`src/verilog/pic_pkg.sv`:
```
// Package: register map, control field positions and sizes for the interval counter
package pic_pkg;
    // Byte addresses of the three registers
    localparam logic [7:0] PIC_ADDR_CTRL   = 8'h42;
    localparam logic [7:0] PIC_ADDR_RELOAD = 8'h43;
    localparam logic [7:0] PIC_ADDR_COUNT  = 8'h44;
    // Control field positions
    localparam int PIC_BIT_RX_LATCH   = 0;
    localparam int PIC_BIT_TX_VALUE   = 1;
    localparam int PIC_BIT_EDGE_ARM   = 2;
    localparam int PIC_BIT_COUNT_EN   = 3;
    localparam int PIC_BIT_TX_DRIVE   = 4;
    localparam int PIC_BIT_IRQ_SOURCE = 5;
    localparam int PIC_BIT_CLK_LOW    = 6;
    localparam int PIC_BIT_CLK_HIGH   = 7;
    // Reset values
    localparam logic [7:0] PIC_CTRL_RESET = 8'h00;
    localparam logic       PIC_RX_RESET   = 1'b1;
    localparam logic       PIC_TX_RESET   = 1'b1;
    // Carry event buffer shape
    localparam int PIC_FIFO_WIDTH = 8;
    localparam int PIC_FIFO_DEPTH = 8;
    // Clock source codes, {high, low}
    typedef enum logic [1:0] {
        PIC_SRC_PIN     = 2'h0,
        PIC_SRC_AUX     = 2'h1,
        PIC_SRC_MAIN    = 2'h2,
        PIC_SRC_PIN_AND = 2'h3
    } pic_src_t;
endpackage

```
`src/verilog/pic_fifo.sv`:
```
// Small synchronous FIFO with valid/ready on both sides
`timescale 1ns/1ns
module pic_fifo
#(
    parameter int WIDTH = 8,
    parameter int DEPTH = 8
)
(
    input  wire logic             clk,
    input  wire logic             reset_n,
    input  wire logic             in_valid,
    output logic                  in_ready,
    input  wire logic [WIDTH-1:0] in_data,
    output logic                  out_valid,
    input  wire logic             out_ready,
    output logic      [WIDTH-1:0] out_data
);
    localparam int AW = $clog2(DEPTH);

    logic [WIDTH-1:0] mem [DEPTH];
    logic [AW-1:0]    wr_q;
    logic [AW-1:0]    wr_d;
    logic [AW-1:0]    rd_q;
    logic [AW-1:0]    rd_d;
    logic [AW:0]      fill_q;
    logic [AW:0]      fill_d;
    logic             push;
    logic             pop;

    assign in_ready  = (fill_q != (AW+1)'(DEPTH));
    assign out_valid = (fill_q != '0);
    assign out_data  = mem[rd_q];
    assign push      = in_valid && in_ready;
    assign pop       = out_valid && out_ready;

    // Pointer and fill level update
    always_comb
    begin
        wr_d   = push ? AW'(wr_q + 1'b1) : wr_q;
        rd_d   = pop ? AW'(rd_q + 1'b1) : rd_q;
        fill_d = fill_q;
        if (push && !pop)
        begin
            fill_d = fill_q + 1'b1;
        end
        else if (pop && !push)
        begin
            fill_d = fill_q - 1'b1;
        end
    end

    always_ff @(posedge clk)
    begin
        if (!reset_n)
        begin
            wr_q   <= '0;
            rd_q   <= '0;
            fill_q <= '0;
        end
        else
        begin
            wr_q   <= wr_d;
            rd_q   <= rd_d;
            fill_q <= fill_d;
        end
    end

    // Storage has no reset; only valid entries are ever read
    always_ff @(posedge clk)
    begin
        if (push)
        begin
            mem[wr_q] <= in_data;
        end
    end
endmodule

```
`src/verilog/pic_counter.sv`:
```
// Preloadable 8-bit interval counter with start-edge detect and serial bit latches
// How it works
// RL1 - Count up each selected clock edge when enabled; a full carry buffer stalls the count
// RL2 - Carry or counter write loads the preload value
// RL3 - Counter writes drop data; reads give live count
// RL4 - Preload register readable, writable, rewritable after load
// RL5 - Bits 7:6 choose pin, aux, main, pin-and-main
// RL6 - Bit 0 holds receive pin sampled at carry
// RL7 - Transmit bit reaches pin at next carry
// RL8 - Edge arm low holds edge flop cleared
// RL9 - Armed chosen edge sets flop until disarmed
// RL10 - Enable bit starts counting alongside edge flop
// RL11 - Drive bit forces output, else direction decides
// RL12 - Bit 5 routes pin or carry to flag
// RL13 - Flag clears on service; enable, edge unchanged
// RL14 - Software uses byte accesses, control at 042h
// RL15 - Full scale latches bits, reloads, keeps counting, interrupts
// RL16 - Falling start edge starts counting without processor
// RL17 - Carry is one-cycle pulse doing the reload
// RL18 - Reset clears control bits; data registers unchanged
`timescale 1ns/1ns
module pic_counter
    import pic_pkg::*;
(
    input  wire logic       CLK,
    input  wire logic       RESET_N,
    input  wire logic [7:0] ADDR,
    input  wire logic       WR_EN,
    input  wire logic       RD_EN,
    input  wire logic [7:0] WR_DATA,
    output logic      [7:0] RD_DATA,
    input  wire logic       AUX_CLK,
    input  wire logic       RECEIVE_PIN,
    input  wire logic       RECEIVE_PIN_EDGE_SELECT,
    input  wire logic       TRANSMIT_PIN_DIRECTION,
    output logic            TRANSMIT_PIN_OUT,
    output logic            TRANSMIT_PIN_OE_N,
    input  wire logic       IRQ_ACK,
    output logic            SHARED_PIN_IRQ_FLAG,
    output logic            CARRY_VALID,
    input  wire logic       CARRY_READY,
    output logic      [7:0] CARRY_DATA
);
    ////////////////////////////////////////////////////////////////////////////
    // Input synchronisers: three stages, change taken when stages two and three agree

    logic [2:0] rx_sync_q;
    logic [2:0] aux_sync_q;
    logic       rx_q;
    logic       rx_d;
    logic       aux_q;
    logic       aux_d;
    logic       rx_prev_q;
    logic       aux_prev_q;

    always_comb
    begin
        rx_d  = (rx_sync_q[1] == rx_sync_q[2]) ? rx_sync_q[2] : rx_q;
        aux_d = (aux_sync_q[1] == aux_sync_q[2]) ? aux_sync_q[2] : aux_q;
    end

    // Filtered levels plus one delayed copy for edge detection
    always_ff @(posedge CLK)
    begin
        if (!RESET_N)
        begin
            rx_sync_q  <= 3'h7;
            aux_sync_q <= 3'h0;
            rx_q       <= 1'b1;
            aux_q      <= 1'b0;
            rx_prev_q  <= 1'b1;
            aux_prev_q <= 1'b0;
        end
        else
        begin
            rx_sync_q  <= {rx_sync_q[1:0], RECEIVE_PIN};
            aux_sync_q <= {aux_sync_q[1:0], AUX_CLK};
            rx_q       <= rx_d;
            aux_q      <= aux_d;
            rx_prev_q  <= rx_q;
            aux_prev_q <= aux_q;
        end
    end

    logic rx_rise;
    logic rx_fall;
    logic rx_sel_edge;
    logic aux_rise;

    // Pin edge select: 0 rising, 1 falling (falling catches a start bit)
    assign rx_rise     = rx_q && !rx_prev_q;
    assign rx_fall     = !rx_q && rx_prev_q;
    assign rx_sel_edge = RECEIVE_PIN_EDGE_SELECT ? rx_fall : rx_rise;
    assign aux_rise    = aux_q && !aux_prev_q;

    ////////////////////////////////////////////////////////////////////////////
    // Control register, counter, preload, latches and edge flop

    logic [7:0] ctrl_q;
    logic [7:0] ctrl_d;
    logic [7:0] count_q;
    logic [7:0] count_d;
    logic [7:0] reload_q;
    logic [7:0] reload_d;
    logic       rx_latch_q;
    logic       rx_latch_d;
    logic       tx_latch_q;
    logic       tx_latch_d;
    logic       edge_ff_q;
    logic       edge_ff_d;
    logic       flag_q;
    logic       flag_d;
    logic       carry_q;
    logic       carry_d;
    logic       tick;
    logic       count_en;
    logic       wr_ctrl;
    logic       wr_reload;
    logic       wr_count;
    logic       irq_event;
    logic       fifo_in_ready;
    pic_src_t   src;

    assign wr_ctrl   = WR_EN && (ADDR == PIC_ADDR_CTRL);
    assign wr_reload = WR_EN && (ADDR == PIC_ADDR_RELOAD);
    assign wr_count  = WR_EN && (ADDR == PIC_ADDR_COUNT);
    assign src       = pic_src_t'({ctrl_q[PIC_BIT_CLK_HIGH], ctrl_q[PIC_BIT_CLK_LOW]});

    // Clock source pick; main clock ticks every cycle
    always_comb
    begin
        unique case (src) // RL5
            PIC_SRC_PIN:     tick = rx_sel_edge;
            PIC_SRC_AUX:     tick = aux_rise;
            PIC_SRC_MAIN:    tick = 1'b1;
            PIC_SRC_PIN_AND: tick = RECEIVE_PIN_EDGE_SELECT ? !rx_q : rx_q;
        endcase
    end

    // Enable bit or set edge flop starts counting
    assign count_en = ctrl_q[PIC_BIT_COUNT_EN] || edge_ff_q; // RL10 RL16

    // Full buffer stalls counting; with reload FFh and a tick every cycle, a back-to-back carry can still be dropped
    always_comb
    begin
        ctrl_d     = ctrl_q;
        count_d    = count_q;
        reload_d   = reload_q;
        rx_latch_d = rx_latch_q;
        tx_latch_d = tx_latch_q;
        edge_ff_d  = edge_ff_q;
        carry_d    = 1'b0;
        if (wr_ctrl)
        begin
            // Bit 0 is read only
            ctrl_d = {WR_DATA[7:1], 1'b0};
        end
        if (wr_reload)
        begin
            reload_d = WR_DATA; // RL4
        end
        if (!ctrl_q[PIC_BIT_EDGE_ARM])
        begin
            edge_ff_d = 1'b0; // RL8
        end
        else if (rx_sel_edge)
        begin
            edge_ff_d = 1'b1; // RL9
        end
        if (count_en && tick && fifo_in_ready)
        begin
            if (count_q == 8'hFF)
            begin
                // Rollover: reload and latch the serial bits in one step
                carry_d    = 1'b1; // RL17
                count_d    = reload_q; // RL2 RL15
                rx_latch_d = rx_q; // RL6
                tx_latch_d = ctrl_q[PIC_BIT_TX_VALUE]; // RL7
            end
            else
            begin
                count_d = count_q + 8'h01; // RL1
            end
        end
        if (wr_count)
        begin
            count_d = reload_q; // RL3
        end
    end

    always_ff @(posedge CLK)
    begin
        if (!RESET_N)
        begin
            ctrl_q     <= PIC_CTRL_RESET; // RL18
            rx_latch_q <= PIC_RX_RESET;
            tx_latch_q <= PIC_TX_RESET;
            edge_ff_q  <= 1'b0;
            carry_q    <= 1'b0;
        end
        else
        begin
            ctrl_q     <= ctrl_d;
            rx_latch_q <= rx_latch_d;
            tx_latch_q <= tx_latch_d;
            edge_ff_q  <= edge_ff_d;
            carry_q    <= carry_d;
        end
    end

    // Data registers keep their contents through reset
    always_ff @(posedge CLK)
    begin
        count_q  <= count_d; // RL18
        reload_q <= reload_d;
    end

    ////////////////////////////////////////////////////////////////////////////
    // Shared interrupt flag: set beats the service clear

    assign irq_event = ctrl_q[PIC_BIT_IRQ_SOURCE] ? carry_q : rx_sel_edge; // RL12

    always_comb
    begin
        flag_d = flag_q;
        if (IRQ_ACK)
        begin
            flag_d = 1'b0; // RL13
        end
        if (irq_event)
        begin
            flag_d = 1'b1; // RL15
        end
    end

    always_ff @(posedge CLK)
    begin
        if (!RESET_N)
        begin
            flag_q <= 1'b0;
        end
        else
        begin
            flag_q <= flag_d;
        end
    end

    ////////////////////////////////////////////////////////////////////////////
    // Outputs, all registered

    logic [7:0] rd_d;
    logic [7:0] rd_q;
    logic       tx_oe_n_d;
    logic       tx_oe_n_q;
    logic       tx_out_q;
    logic       flag_out_q;

    // Byte-wide read mux; unmapped addresses read zero
    always_comb
    begin
        rd_d = 8'h00;
        if (RD_EN)
        begin
            unique case (ADDR) // RL14
                PIC_ADDR_CTRL:   rd_d = {ctrl_q[7:1], rx_latch_q}; // RL6
                PIC_ADDR_RELOAD: rd_d = reload_q;
                PIC_ADDR_COUNT:  rd_d = count_q; // RL3
                default:         rd_d = 8'h00;
            endcase
        end
        // Low enable means driving
        tx_oe_n_d = !(ctrl_q[PIC_BIT_TX_DRIVE] || TRANSMIT_PIN_DIRECTION); // RL11
    end

    always_ff @(posedge CLK)
    begin
        if (!RESET_N)
        begin
            rd_q       <= 8'h00;
            tx_oe_n_q  <= 1'b1;
            tx_out_q   <= PIC_TX_RESET;
            flag_out_q <= 1'b0;
        end
        else
        begin
            rd_q       <= rd_d;
            tx_oe_n_q  <= tx_oe_n_d;
            tx_out_q   <= tx_latch_q;
            flag_out_q <= flag_q;
        end
    end

    assign RD_DATA             = rd_q;
    assign TRANSMIT_PIN_OE_N   = tx_oe_n_q;
    assign TRANSMIT_PIN_OUT    = tx_out_q;
    assign SHARED_PIN_IRQ_FLAG = flag_out_q;

    ////////////////////////////////////////////////////////////////////////////
    // Carry event buffer: each carry that finds room pushes the received bit with the low seven bits of the reload value

    logic [7:0] fifo_data;
    logic [7:0] fifo_data_out;
    logic       fifo_valid;
    logic [7:0] carry_data_q;
    logic       carry_valid_q;

    assign fifo_data = {rx_latch_q, reload_q[6:0]};

    pic_fifo
    #(
        .WIDTH (PIC_FIFO_WIDTH),
        .DEPTH (PIC_FIFO_DEPTH)
    )
    u_fifo
    (
        .clk       (CLK),
        .reset_n   (RESET_N),
        .in_valid  (carry_q),
        .in_ready  (fifo_in_ready),
        .in_data   (fifo_data),
        .out_valid (fifo_valid),
        .out_ready (CARRY_READY),
        .out_data  (fifo_data_out)
    );

    always_ff @(posedge CLK)
    begin
        if (!RESET_N)
        begin
            carry_valid_q <= 1'b0;
            carry_data_q  <= 8'h00;
        end
        else
        begin
            carry_valid_q <= fifo_valid;
            carry_data_q  <= fifo_data_out;
        end
    end

    assign CARRY_VALID = carry_valid_q;
    assign CARRY_DATA  = carry_data_q;
endmodule

```
`config.mk`:
```
export PLATFORM = sky130hd
export DESIGN_NAME = pic_counter
export DESIGN_NICKNAME = d
export VERILOG_FILES = /design/src/verilog/pic_pkg.sv /design/src/verilog/pic_fifo.sv /design/src/verilog/pic_counter.sv
export SDC_FILE = /design/constraint.sdc
export NUM_CORES = 1
export LEC_CHECK = 0
export BUFFER_PORTS_ARGS = -buffer_cell sky130_fd_sc_hd__buf_4
export CORE_MARGIN = 2
export CORE_UTILIZATION = 55
export CTS_BUF_LIST = sky130_fd_sc_hd__clkbuf_16
export DETAILED_ROUTE_END_ITERATION = 6
export PLACE_DENSITY_LB_ADDON = 0.05
export SYNTH_ARGS = -nofsm -noshare
export SYNTH_HDL_FRONTEND = slang
export SYNTH_SLANG_ARGS = --single-unit
```
`constraint.sdc`:
```
create_clock -name CLK -period 7.05 [get_ports CLK]
set_input_delay 1.0575 -clock CLK [delete_from_list [all_inputs] [get_ports CLK]]
set_output_delay 1.0575 -clock CLK [all_outputs]
set_load 0.05 [all_outputs]
```
==> results.md, run 1 <==
* Total number of vias at 3043
* Finished Core Util at 0.682
* Clock Path Buffers at 2
* Run status: complete, no violations
* Initial drt markers at 180
* # clock sinks at 132
* Crit. End Element: register
* Wirelength per Cell at ~18 µm
* Critical Path Max Stage Delay at about 1.2 ns
* Top Metal Used: met4
* Vias per inst at approximately 5.5
* Maximum vdd drop at 172 µV
* Hold WS at ~0.41 ns
* Placed instance area at ~5700 µm²
* CTS Hold Bufs at 0
* Initial antenna violation count at 0
* Fin Clk Skew at around 0.0092 ns
* Placed wire-length estimate at between 6000 and 7000 µm
* Final setup viols at 0
* Area Growth Syn to Fin at 20.0%
* P_leak at 2.24 nW
* Max Cap Viol at 0
* Drt pass-1 iters at 4
* Synth Warn # at 0
* Slew @ Worst Pin at around 1.3 ns
* Startpoint types: input pin
* Total negative slack at 0 ns
* M1 WL at ~4100 µm
* Worst-skew pair later-pin latency at roughly 0.40 ns
* Sequential share of the synthesized area at 0.656
* Number of nets in the layout at ~440
* Share of layout cells above drive strength 1 at 0.261
* Setup repair after global routing missed its margin: no
* IO buf count at 45
* I/O Pins at between 40 and 50
* Diode count at 0
* Worst EP arrival at roughly 3.4 ns
* Power per Cell Area at 307 nW/µm²
* Total Wirelength at 9870 µm
* Slew Viols, Final at 0
* Placement Rows at 35
* Top FF cell, synth: edfxtp_1
* Vias in the first global route at between 3000 and 4000
* Cells after Synth at about 360
* DIE WIDTH at around 100 µm
* CP max FO at 10
* Avg Inst Size Synth at 14.8 µm²
* WL met3 at 471 µm
* Synthesized area at 5250 µm²
* Post-synth ARST share at 0
* Yosys cell types at 47
* Count leader, synth: edfxtp_1
* Main area contributors after synthesis: edfxtp_1 46%, dfxtp_1 20%, mux4_2 6.9%
* Commonest cells in the netlist: 80 x edfxtp_1, 52 x dfxtp_1, 21 x mux2i_1, 20 x nor2b_1, 17 x nor2_1
* Reg clk slew, reported paths at approximately 0.06 ns
* Synth Net Count at 388
* Final hold viol count at 0
* Min Tclk post-route at around 3.3 ns
* Final instance area at 6300 µm²
* DIE HEIGHT at ~100 µm
* Worst min-delay path class: reg2reg
* Post-CTS Setup Inserts at 0
* Die footprint at a little over 10000 µm²
* CP top delay family: simple AND/OR/NAND/NOR gates
* Grt total ovfl at 0
* H-tree levels at 4
* Top cell type's share of synthesized area at 0.457
* Critical path class: in2reg
* Slowest stage cell on the critical path: nor4bb_1
* Total core area at a little over 9000 µm²
* DRC at 0
* Slew margin rel. at 0.116
* CTS tree: done
* WL met2 at between 5000 and 6000 µm
* Critical path buffers and inverters at 1
* Top cell type by total area after synthesis: edfxtp_1
* First-pass GRT wire length at between 15000 and 20000 µm
* Root Buffer: clkbuf_16
* Post-route ant nets at 0
* GRT Util Overall at 0.214
* Critical-path cell list: buf_4, nor2b_1, nor4bb_1, and2_1
* Number of synthesized flops with an enable pin at 80
* Post-CTS Resized at 0
* Number of synthesized register bits at about 130
* Final period utilization at 0.471
* Largest net degree at the start of global routing at 47
* Cts bufs inserted at 17
* FMAX at about 0.3 GHz
* GPL Wtd Cong at approximately 0.84
* WP data required at ~7.1 ns
* Starting Density at 0.568
[cell usage in the layout, fill, tap and decap left out, types with 7 or more instances in the layout]
master,Yosys,final
nand2_1,12,12
clkbuf_16,0,19
inv_1,7,8
a22o_1,8,8
and2_1,12,12
mux2_2,7,7
dfxtp_1,52,52
nor2b_1,20,20
buf_4,0,50
mux2i_1,21,21
nand2b_1,13,13
xnor2_1,9,9
mux4_2,16,16
nor2_1,17,17
edfxtp_1,80,80
a22oi_1,8,8
[through the flow]
step                cells  total power [W]  setup slack [ns]
floorplan             355          0.00105              4.36
global placement      519          0.00111              3.47
detailed placement    519          0.00112              3.39
CTS                   551          0.00196              3.79
global route          551          0.00201              3.58
finish                551          0.00194              3.73
[power by group]
part / switching, W / internal, W / total, W
Combinational: 0.000119 / 0.000116 / 0.000236
Clock: 0.000316 / 0.000524 / 0.000840
Sequential: 0.0000264 / 0.000835 / 0.000862
Total: 0.000462 / 0.00148 / 0.00194
[logic make-up after synthesis]
family,after synthesis,share of synthesized area
multiplexers,44,0.124
buffers and inverters,22,0.0167
AND/OR/NAND/NOR,98,0.108
XOR/XNOR,12,0.0200
AO/OA/AOI/OAI,40,0.0584
flip-flops,132,0.656
adder cells (fa/ha/maj),7,0.0181
[metal layers]
layer | GRT usage | vias up
met5 | 0 | -
met1 | 0.270 | 1489
met3 | 0.0573 | 16
li1 | - | 1440
met4 | 0.0780 | 0
met2 | 0.356 | 98
[flip-flops by register name (all words and copies together) (netlist names), 3 cells and up]
name	count
ctrl_q	7
reload_q	8
rx_sync_q	3
u_fifo.wr_q	3
aux_sync_q	3
CARRY_DATA	8
u_fifo.fill_q	4
RD_DATA	8
count_q	8
u_fifo.mem	64
u_fifo.rd_q	3
[worst paths after layout]
path                                        from               end  slack (ns)  cells past startpoint
worst max-delay path                     ADDR[2]       reload_q[2]        3.73                      4
worst min-delay path                rx_sync_q[0]      rx_sync_q[1]        0.41                      1
worst max register to register  u_fifo.fill_q[0]  u_fifo.fill_q[3]        4.09                     10
worst min register to register      rx_sync_q[0]      rx_sync_q[1]        0.41                      1
[area by class of cell]
cell class / count / area, µm²
clock buffers: 19 / 475
clock inverters: 13 / 100
fillers: 670 / 2940
inverters: 7 / 26.3
multi-input cells: 201 / 1720
flip-flops and latches: 132 / 3440
well taps: 129 / 161
repair buffers: 50 / 375
Power figures use the tool's default switching activity.
==> run 2, diff against run 1 <==
==> constraint.sdc (replaced) <==
create_clock -name CLK -period 3.43 [get_ports CLK]
set_input_delay 0.5145 -clock CLK [delete_from_list [all_inputs] [get_ports CLK]]
set_output_delay 0.5145 -clock CLK [all_outputs]
set_load 0.05 [all_outputs]
==> run 2 against run 1 <==
  * Register-to-register slack worse by 3.5 ns
  * Clock skew is 0.0038 ns higher
  * Clock-buffer cell count is 2 higher
  * Critical path type is now reg2reg
  * Cell count is 1.1% higher
  * Sequential cell count stayed put
  * Utilization is 0.66 points higher
  * Via count is 0.23% lower
  * Largest power group unchanged
  * Highest routed layer unchanged
  * First-iteration DRC count is 25% lower
  * Sequential share of layout area is 0.53 points lower
  * Die area stayed put
  * Clock power is 110% higher
==> results.md, run 2 (synthesized netlist as in run 1, its figures left out) <==
* Placement Rows at 35 (unchanged)
* Total negative slack at 0 ns (unchanged)
* IO buf count at 45 (unchanged)
* Multi-input gate area at 1720 µm² (unchanged)
* Slew margin rel. at 0.424 (+0.308)
* Setup repair after global routing missed its margin: no
* Min Tclk post-route at 2.87 ns
* Initial antenna violation count at 0 (unchanged)
* Slew @ Worst Pin at 0.861 ns (-0.447 ns)
* Fin Clk Skew at 0.0130 ns (+0.00385 ns)
* Startpoint types: register
* Post-route ant nets at 0 (unchanged)
* Max Cap Viol at 0 (unchanged)
* Biggest register: u_fifo.mem
* Non-Filler Instances at 557 (+1.1%)
* Cts bufs inserted at 17 (unchanged)
* WP data required at 3.76 ns (-3.35 ns)
* DIE HEIGHT at 102 µm (unchanged)
* Diode count at 0 (unchanged)
* Total Wirelength at 9840 µm (-0.23%)
* R2R Setup Slk at 0.56 ns (-3.53 ns)
* FF-to-FF End: u_fifo.fill_q[3]
* Share of layout cells above drive strength 1 at 0.271 (+0.0104)
* Final period utilization at 0.838
* DIE WIDTH at 102 µm (unchanged)
* Worst Hold Launch: WR_DATA[0]
* Maximum vdd drop at 407 µV (+140%)
* I/O Pins at 46 (unchanged)
* Power per Cell Area at 626 nW/µm² (+100%)
* Grt total ovfl at 0 (unchanged)
* Placed wire-length estimate at 6490 µm (-2.6%)
* P_leak at 2.27 nW (+1.5%)
* Cells after DPL at 525 (+1.2%)
* Total core area at 9240 µm² (unchanged)
* Power, Total at 0.00399 W (+110%)
* Finished Core Util at 0.689 (+0.00664)
* CTS tree: done
* Worst min-delay path class: in2reg
* CTS Hold Bufs at 0 (unchanged)
* Max FFs per register at 64 (unchanged)
* Area Growth Syn to Fin at 21.2%
* Reg clk slew, reported paths at 0.05 ns (about the same)
* Hold WS at 0.293 ns (-0.120 ns)
* Critical path class: reg2reg
* Die footprint at 10300 µm² (unchanged)
* GRT Util Overall at 0.214 (about the same)
* Largest net degree at the start of global routing at 47 (unchanged)
* Slew Viols, Final at 0 (unchanged)
* FMAX at roughly 0.35 GHz
* Post-CTS Resized at 0 (unchanged)
* Run status: complete, no violations
* Final hold viol count at 0 (unchanged)
* Wirelength per Cell at 17.7 µm (-1.3%)
* Hold Path Sink: reload_q[0]
* Final setup viols at 0 (unchanged)
* CP max FO at 7 (-3)
* Root Buffer: clkbuf_16
* H-tree levels at 4 (unchanged)
* Most common library cell in the layout ignoring fill and taps: edfxtp_1
* DRC at 0 (unchanged)
* Hold depth at 1 (unchanged)
* Crit. End Element: register
* Clock Path Buffers at 2 (unchanged)
* Drt pass-1 iters at 4 (unchanged)
* GPL Wtd Cong at 0.828 (-1.6%)
* Layout fillers at 633 (-5.5%)
* Initial drt markers at 135 (-25%)
* Vias in the first global route at 3030 (+0.20%)
* Starting Density at 0.568 (unchanged)
* First-pass GRT wire length at 16100 µm (-0.51%)
* Worst EP arrival at 3.20 ns (-0.17 ns)
* Worst-skew pair later-pin latency at 0.40 ns (about the same)
* Most frequent cells in the layout: 80 x edfxtp_1, 56 x buf_4, 52 x dfxtp_1
* FF/Latch Area at 3440 µm² (unchanged)
* Total number of vias at 3036 (-0.23%)
* Reg2Reg Depth at 10 (unchanged)
* Worst reg2reg path startpoint: u_fifo.fill_q[0]
* Vias per inst at 5.45 (-1.3%)
* Post-CTS Setup Inserts at 0 (unchanged)
* # clock sinks at 132 (unchanged)
* Number of nets in the layout at 448 (+1.4%)
[run 2: layout make-up]
class / count / share of cell area
multi-input cells: 201 / 0.270
flip-flops and latches: 132 / 0.541
repair buffers: 56 / 0.0661
clock inverters: 11 / 0.0104
inverters: 7 / 0.00413
clock buffers: 21 / 0.0826
well taps: 129 / 0.0254
[run 2: through the flow]
step           instance area (µm²)  setup WS (ns)
2_1_floorplan                 5250          0.768
3_3_place_gp                  5770          0.648
3_5_place_dp                  5770          0.577
4_1_cts                       6360          0.559
5_1_grt                       6360          0.376
6_report                      6360          0.555
[run 2: worst max path at each step]
stage                           from  slack, ns          endpoint
floorplan           u_fifo.fill_q[0]       0.77  u_fifo.fill_q[3]
global placement    u_fifo.fill_q[0]       0.65  u_fifo.fill_q[3]
detailed placement  u_fifo.fill_q[0]       0.58  u_fifo.fill_q[3]
CTS                 u_fifo.fill_q[0]       0.56  u_fifo.fill_q[3]
global route        u_fifo.fill_q[0]       0.38  u_fifo.fill_q[3]
finish              u_fifo.fill_q[0]       0.56  u_fifo.fill_q[3]
[run 2: layer usage]
metal / global-route usage / routed length, µm / vias to the layer above
li1: - / - / 1450
met2: 0.350 / 4950 / 98
met4: 0.0738 / 95 / 0
met5: 0 / 0 / -
met1: 0.270 / 4240 / 1483
met3: 0.0669 / 554 / 5
[run 2: critical path: stages (launching register included)]
cell,delay (ns)
dfxtp_1,0.38
or4b_2,0.73
nand2_1,0.24
inv_1,0.12
ha_1,0.21
inv_1,0.13
ha_1,0.24
a21o_1,0.17
a21oi_1,0.17
mux2i_1,0.24
mux2i_1,0.19
[run 2: where the power goes]
| part | switching, W | leakage [nW] | total [W] | internal (W) |
|---|---|---|---|---|
| sequential | 0.0000540 | 1.14 | 0.00177 | 0.00172 |
| combinational | 0.000239 | 0.828 | 0.000487 | 0.000248 |
| clock | 0.000636 | 0.302 | 0.00173 | 0.00109 |
| total | 0.000929 | 2.27 | 0.00399 | 0.00306 |
==> run 3, diff against run 2 <==
==> constraint.sdc (replaced) <==
create_clock -name CLK -period 3 [get_ports CLK]
set_input_delay 0.45 -clock CLK [delete_from_list [all_inputs] [get_ports CLK]]
set_output_delay 0.45 -clock CLK [all_outputs]
set_load 0.05 [all_outputs]
==> run 3 against run 2 <==
  * Register-to-register slack worse by 0.27 ns
  * First-iteration DRC count up 29%
  * Worst setup slack worse by 0.27 ns
  * Hold slack worse by 0.069 ns
  * Die area unchanged
  * Cell area up 0.22%
  * Combinational power up 14%
  * Sequential power up 15%
  * Cell count up 0.72%
  * Non-clock buffer count up 4
  * Utilization up 0.15 points
  * Clock-buffer cell count down 1
==> results.md, run 3 (synthesized netlist as in run 1, its figures left out) <==
* Final instance area at 6380 µm² (+0.22%)
* Critical path class: reg2reg
* Min Tclk post-route at 2.71 ns (-0.164 ns)
* Vias per inst at 5.40 (-0.97%)
* Hold WS at 0.223 ns (-0.0691 ns)
* Area Growth Syn to Fin at 21.4%
* CP max FO at 6 (-1)
* CTS tree: done
* Largest net degree at the start of global routing at 47 (unchanged)
* Grt total ovfl at 0 (unchanged)
* Vias in the first global route at 3012 (-0.59%)
* Wirelength per Cell at 17.1 µm (-3.2%)
* Cts bufs inserted at 17 (unchanged)
* Drt pass-1 iters at 4 (unchanged)
* P_leak at 2.28 nW (+0.52%)
* Reg clk slew, reported paths at 0.06 ns (about the same)
* Psw at 0.00107 W (+15%)
* Placed instance area at 5800 µm² (+0.52%)
* CTS Hold Bufs at 0 (unchanged)
* Slew Viols, Final at 0 (unchanged)
* Starting Density at 0.568 (unchanged)
* Internal power at 0.00344 W (+13%)
* Diode count at 0 (unchanged)
* Clock Path Buffers at 2 (unchanged)
* Layout fillers at 664 (+4.9%)
* Placement Rows at 35 (unchanged)
* # clock sinks at 132 (unchanged)
* IO buf count at 45 (unchanged)
* Die footprint at 10300 µm² (unchanged)
* Clock power frac at 0.428 (-0.006)
* Comb pwr share at 0.123 (about the same)
* Biggest register: u_fifo.mem
* Run status: complete, no violations
* DIE HEIGHT at 102 µm (unchanged)
* Worst-skew pair later-pin latency at 0.40 ns (about the same)
* Worst min-delay path class: in2reg
* Total negative slack at 0 ns (unchanged)
* Final setup viols at 0 (unchanged)
* Fin Clk Skew at 0.00919 ns (-0.00386 ns)
* DIE WIDTH at 102 µm (unchanged)
* Initial drt markers at 174 (+29%)
* GRT Util Overall at 0.205 (-0.00918)
* Register share of total power at 0.449 (+0.005)
* Power, Total at 0.00451 W (+13%)
* Final period utilization at 0.903 (+0.0653)
* Setup repair after global routing missed its margin: no
* Root Buffer: clkbuf_16
* FMAX at 0.369 GHz (+6.1%)
* Maximum vdd drop at 365 µV (-10%)
* GPL Wtd Cong at 0.850 (+2.6%)
* Worst EP arrival at 3.04 ns (-0.16 ns)
* R2R Setup Slk at 0.29 ns (-0.27 ns)
* Total core area at 9240 µm² (unchanged)
* Slew margin rel. at 0.416 (-0.00813)
* DRC at 0 (unchanged)
* Slew @ Worst Pin at 0.875 ns (+0.0142 ns)
* Max Cap Viol at 0 (unchanged)
* Crit. End Element: register
* Startpoint types: register
* Max FFs per register at 64 (unchanged)
* I/O Pins at 46 (unchanged)
* Placed wire-length estimate at 6410 µm (-1.1%)
* Most common library cell in the layout ignoring fill and taps: edfxtp_1
* WP data required at 3.33 ns (-0.43 ns)
* Power per Cell Area at 708 nW/µm² (+13%)
* Most frequent cells in the layout: 80 x edfxtp_1, 60 x buf_4, 52 x dfxtp_1
* Share of layout cells above drive strength 1 at 0.278 (+0.00675)
* Switching Share at 0.237 (+0.00402)
* H-tree levels at 4 (unchanged)
* Post-CTS Setup Inserts at 0 (unchanged)
* Total number of vias at 3028 (-0.26%)
* Initial antenna violation count at 0 (unchanged)
* Final hold viol count at 0 (unchanged)
* Number of nets in the layout at 452 (+0.89%)
* Post-route ant nets at 0 (unchanged)
* First-pass GRT wire length at 15300 µm (-4.6%)
* Total Wirelength at 9600 µm (-2.5%)
* Post-CTS Resized at 0 (unchanged)
run 3: power by group through the flow:
stage	registers (W)	logic, W	clock network [W]
finish	0.00203	0.000556	0.00193
global route	0.00204	0.000604	0.00205
CTS	0.00203	0.000563	0.00198
detailed placement	0.00206	0.000563	0
global placement	0.00206	0.000558	0
floorplan	0.00213	0.000346	0
run 3: worst paths after layout:
check        cells past startpoint             start                to
max                             10  u_fifo.fill_q[0]  u_fifo.fill_q[3]
min reg2reg                      1      rx_sync_q[0]      rx_sync_q[1]
min                              1        WR_DATA[0]       reload_q[0]
max reg2reg                     10  u_fifo.fill_q[0]  u_fifo.fill_q[3]
run 3: layout make-up:
cell class	count	area, µm²	share of cell area
clock inverter	12	75.1	0.0118
clock buffer	20	500	0.0785
sequential	132	3440	0.540
inverter	7	26.3	0.00412
multi-input combinational	201	1720	0.270
timing repair buffer	60	450	0.0706
tap	129	161	0.0253
run 3: metal layers:
layer | GRT usage | up-vias | part of all wire
li1 | - | 1466 | -
met1 | 0.256 | 1466 | 0.45
met2 | 0.340 | 86 | 0.50
met3 | 0.0559 | 10 | 0.038
met4 | 0.0790 | 0 | 0.015
met5 | 0 | - | 0
run 3: critical path, cell delays in order, from the launching register on:
cell     delay [ns]
dfxtp_1        0.38
or4b_2         0.73
nand2_1        0.11
inv_1          0.07
ha_1           0.19
inv_1          0.14
ha_1           0.25
a21o_1         0.18
a21oi_1        0.17
mux2i_1        0.23
mux2i_1        0.19
run 3: stage by stage:
step | worst slack [ns] | util | std cells
2_1_floorplan | 0.338 | - | 355
3_3_place_gp | 0.385 | 0.628 | 529
3_5_place_dp | 0.316 | 0.628 | 529
4_1_cts | 0.299 | 0.690 | 561
5_1_grt | 0.0622 | 0.690 | 561
6_report | 0.290 | 0.690 | 561
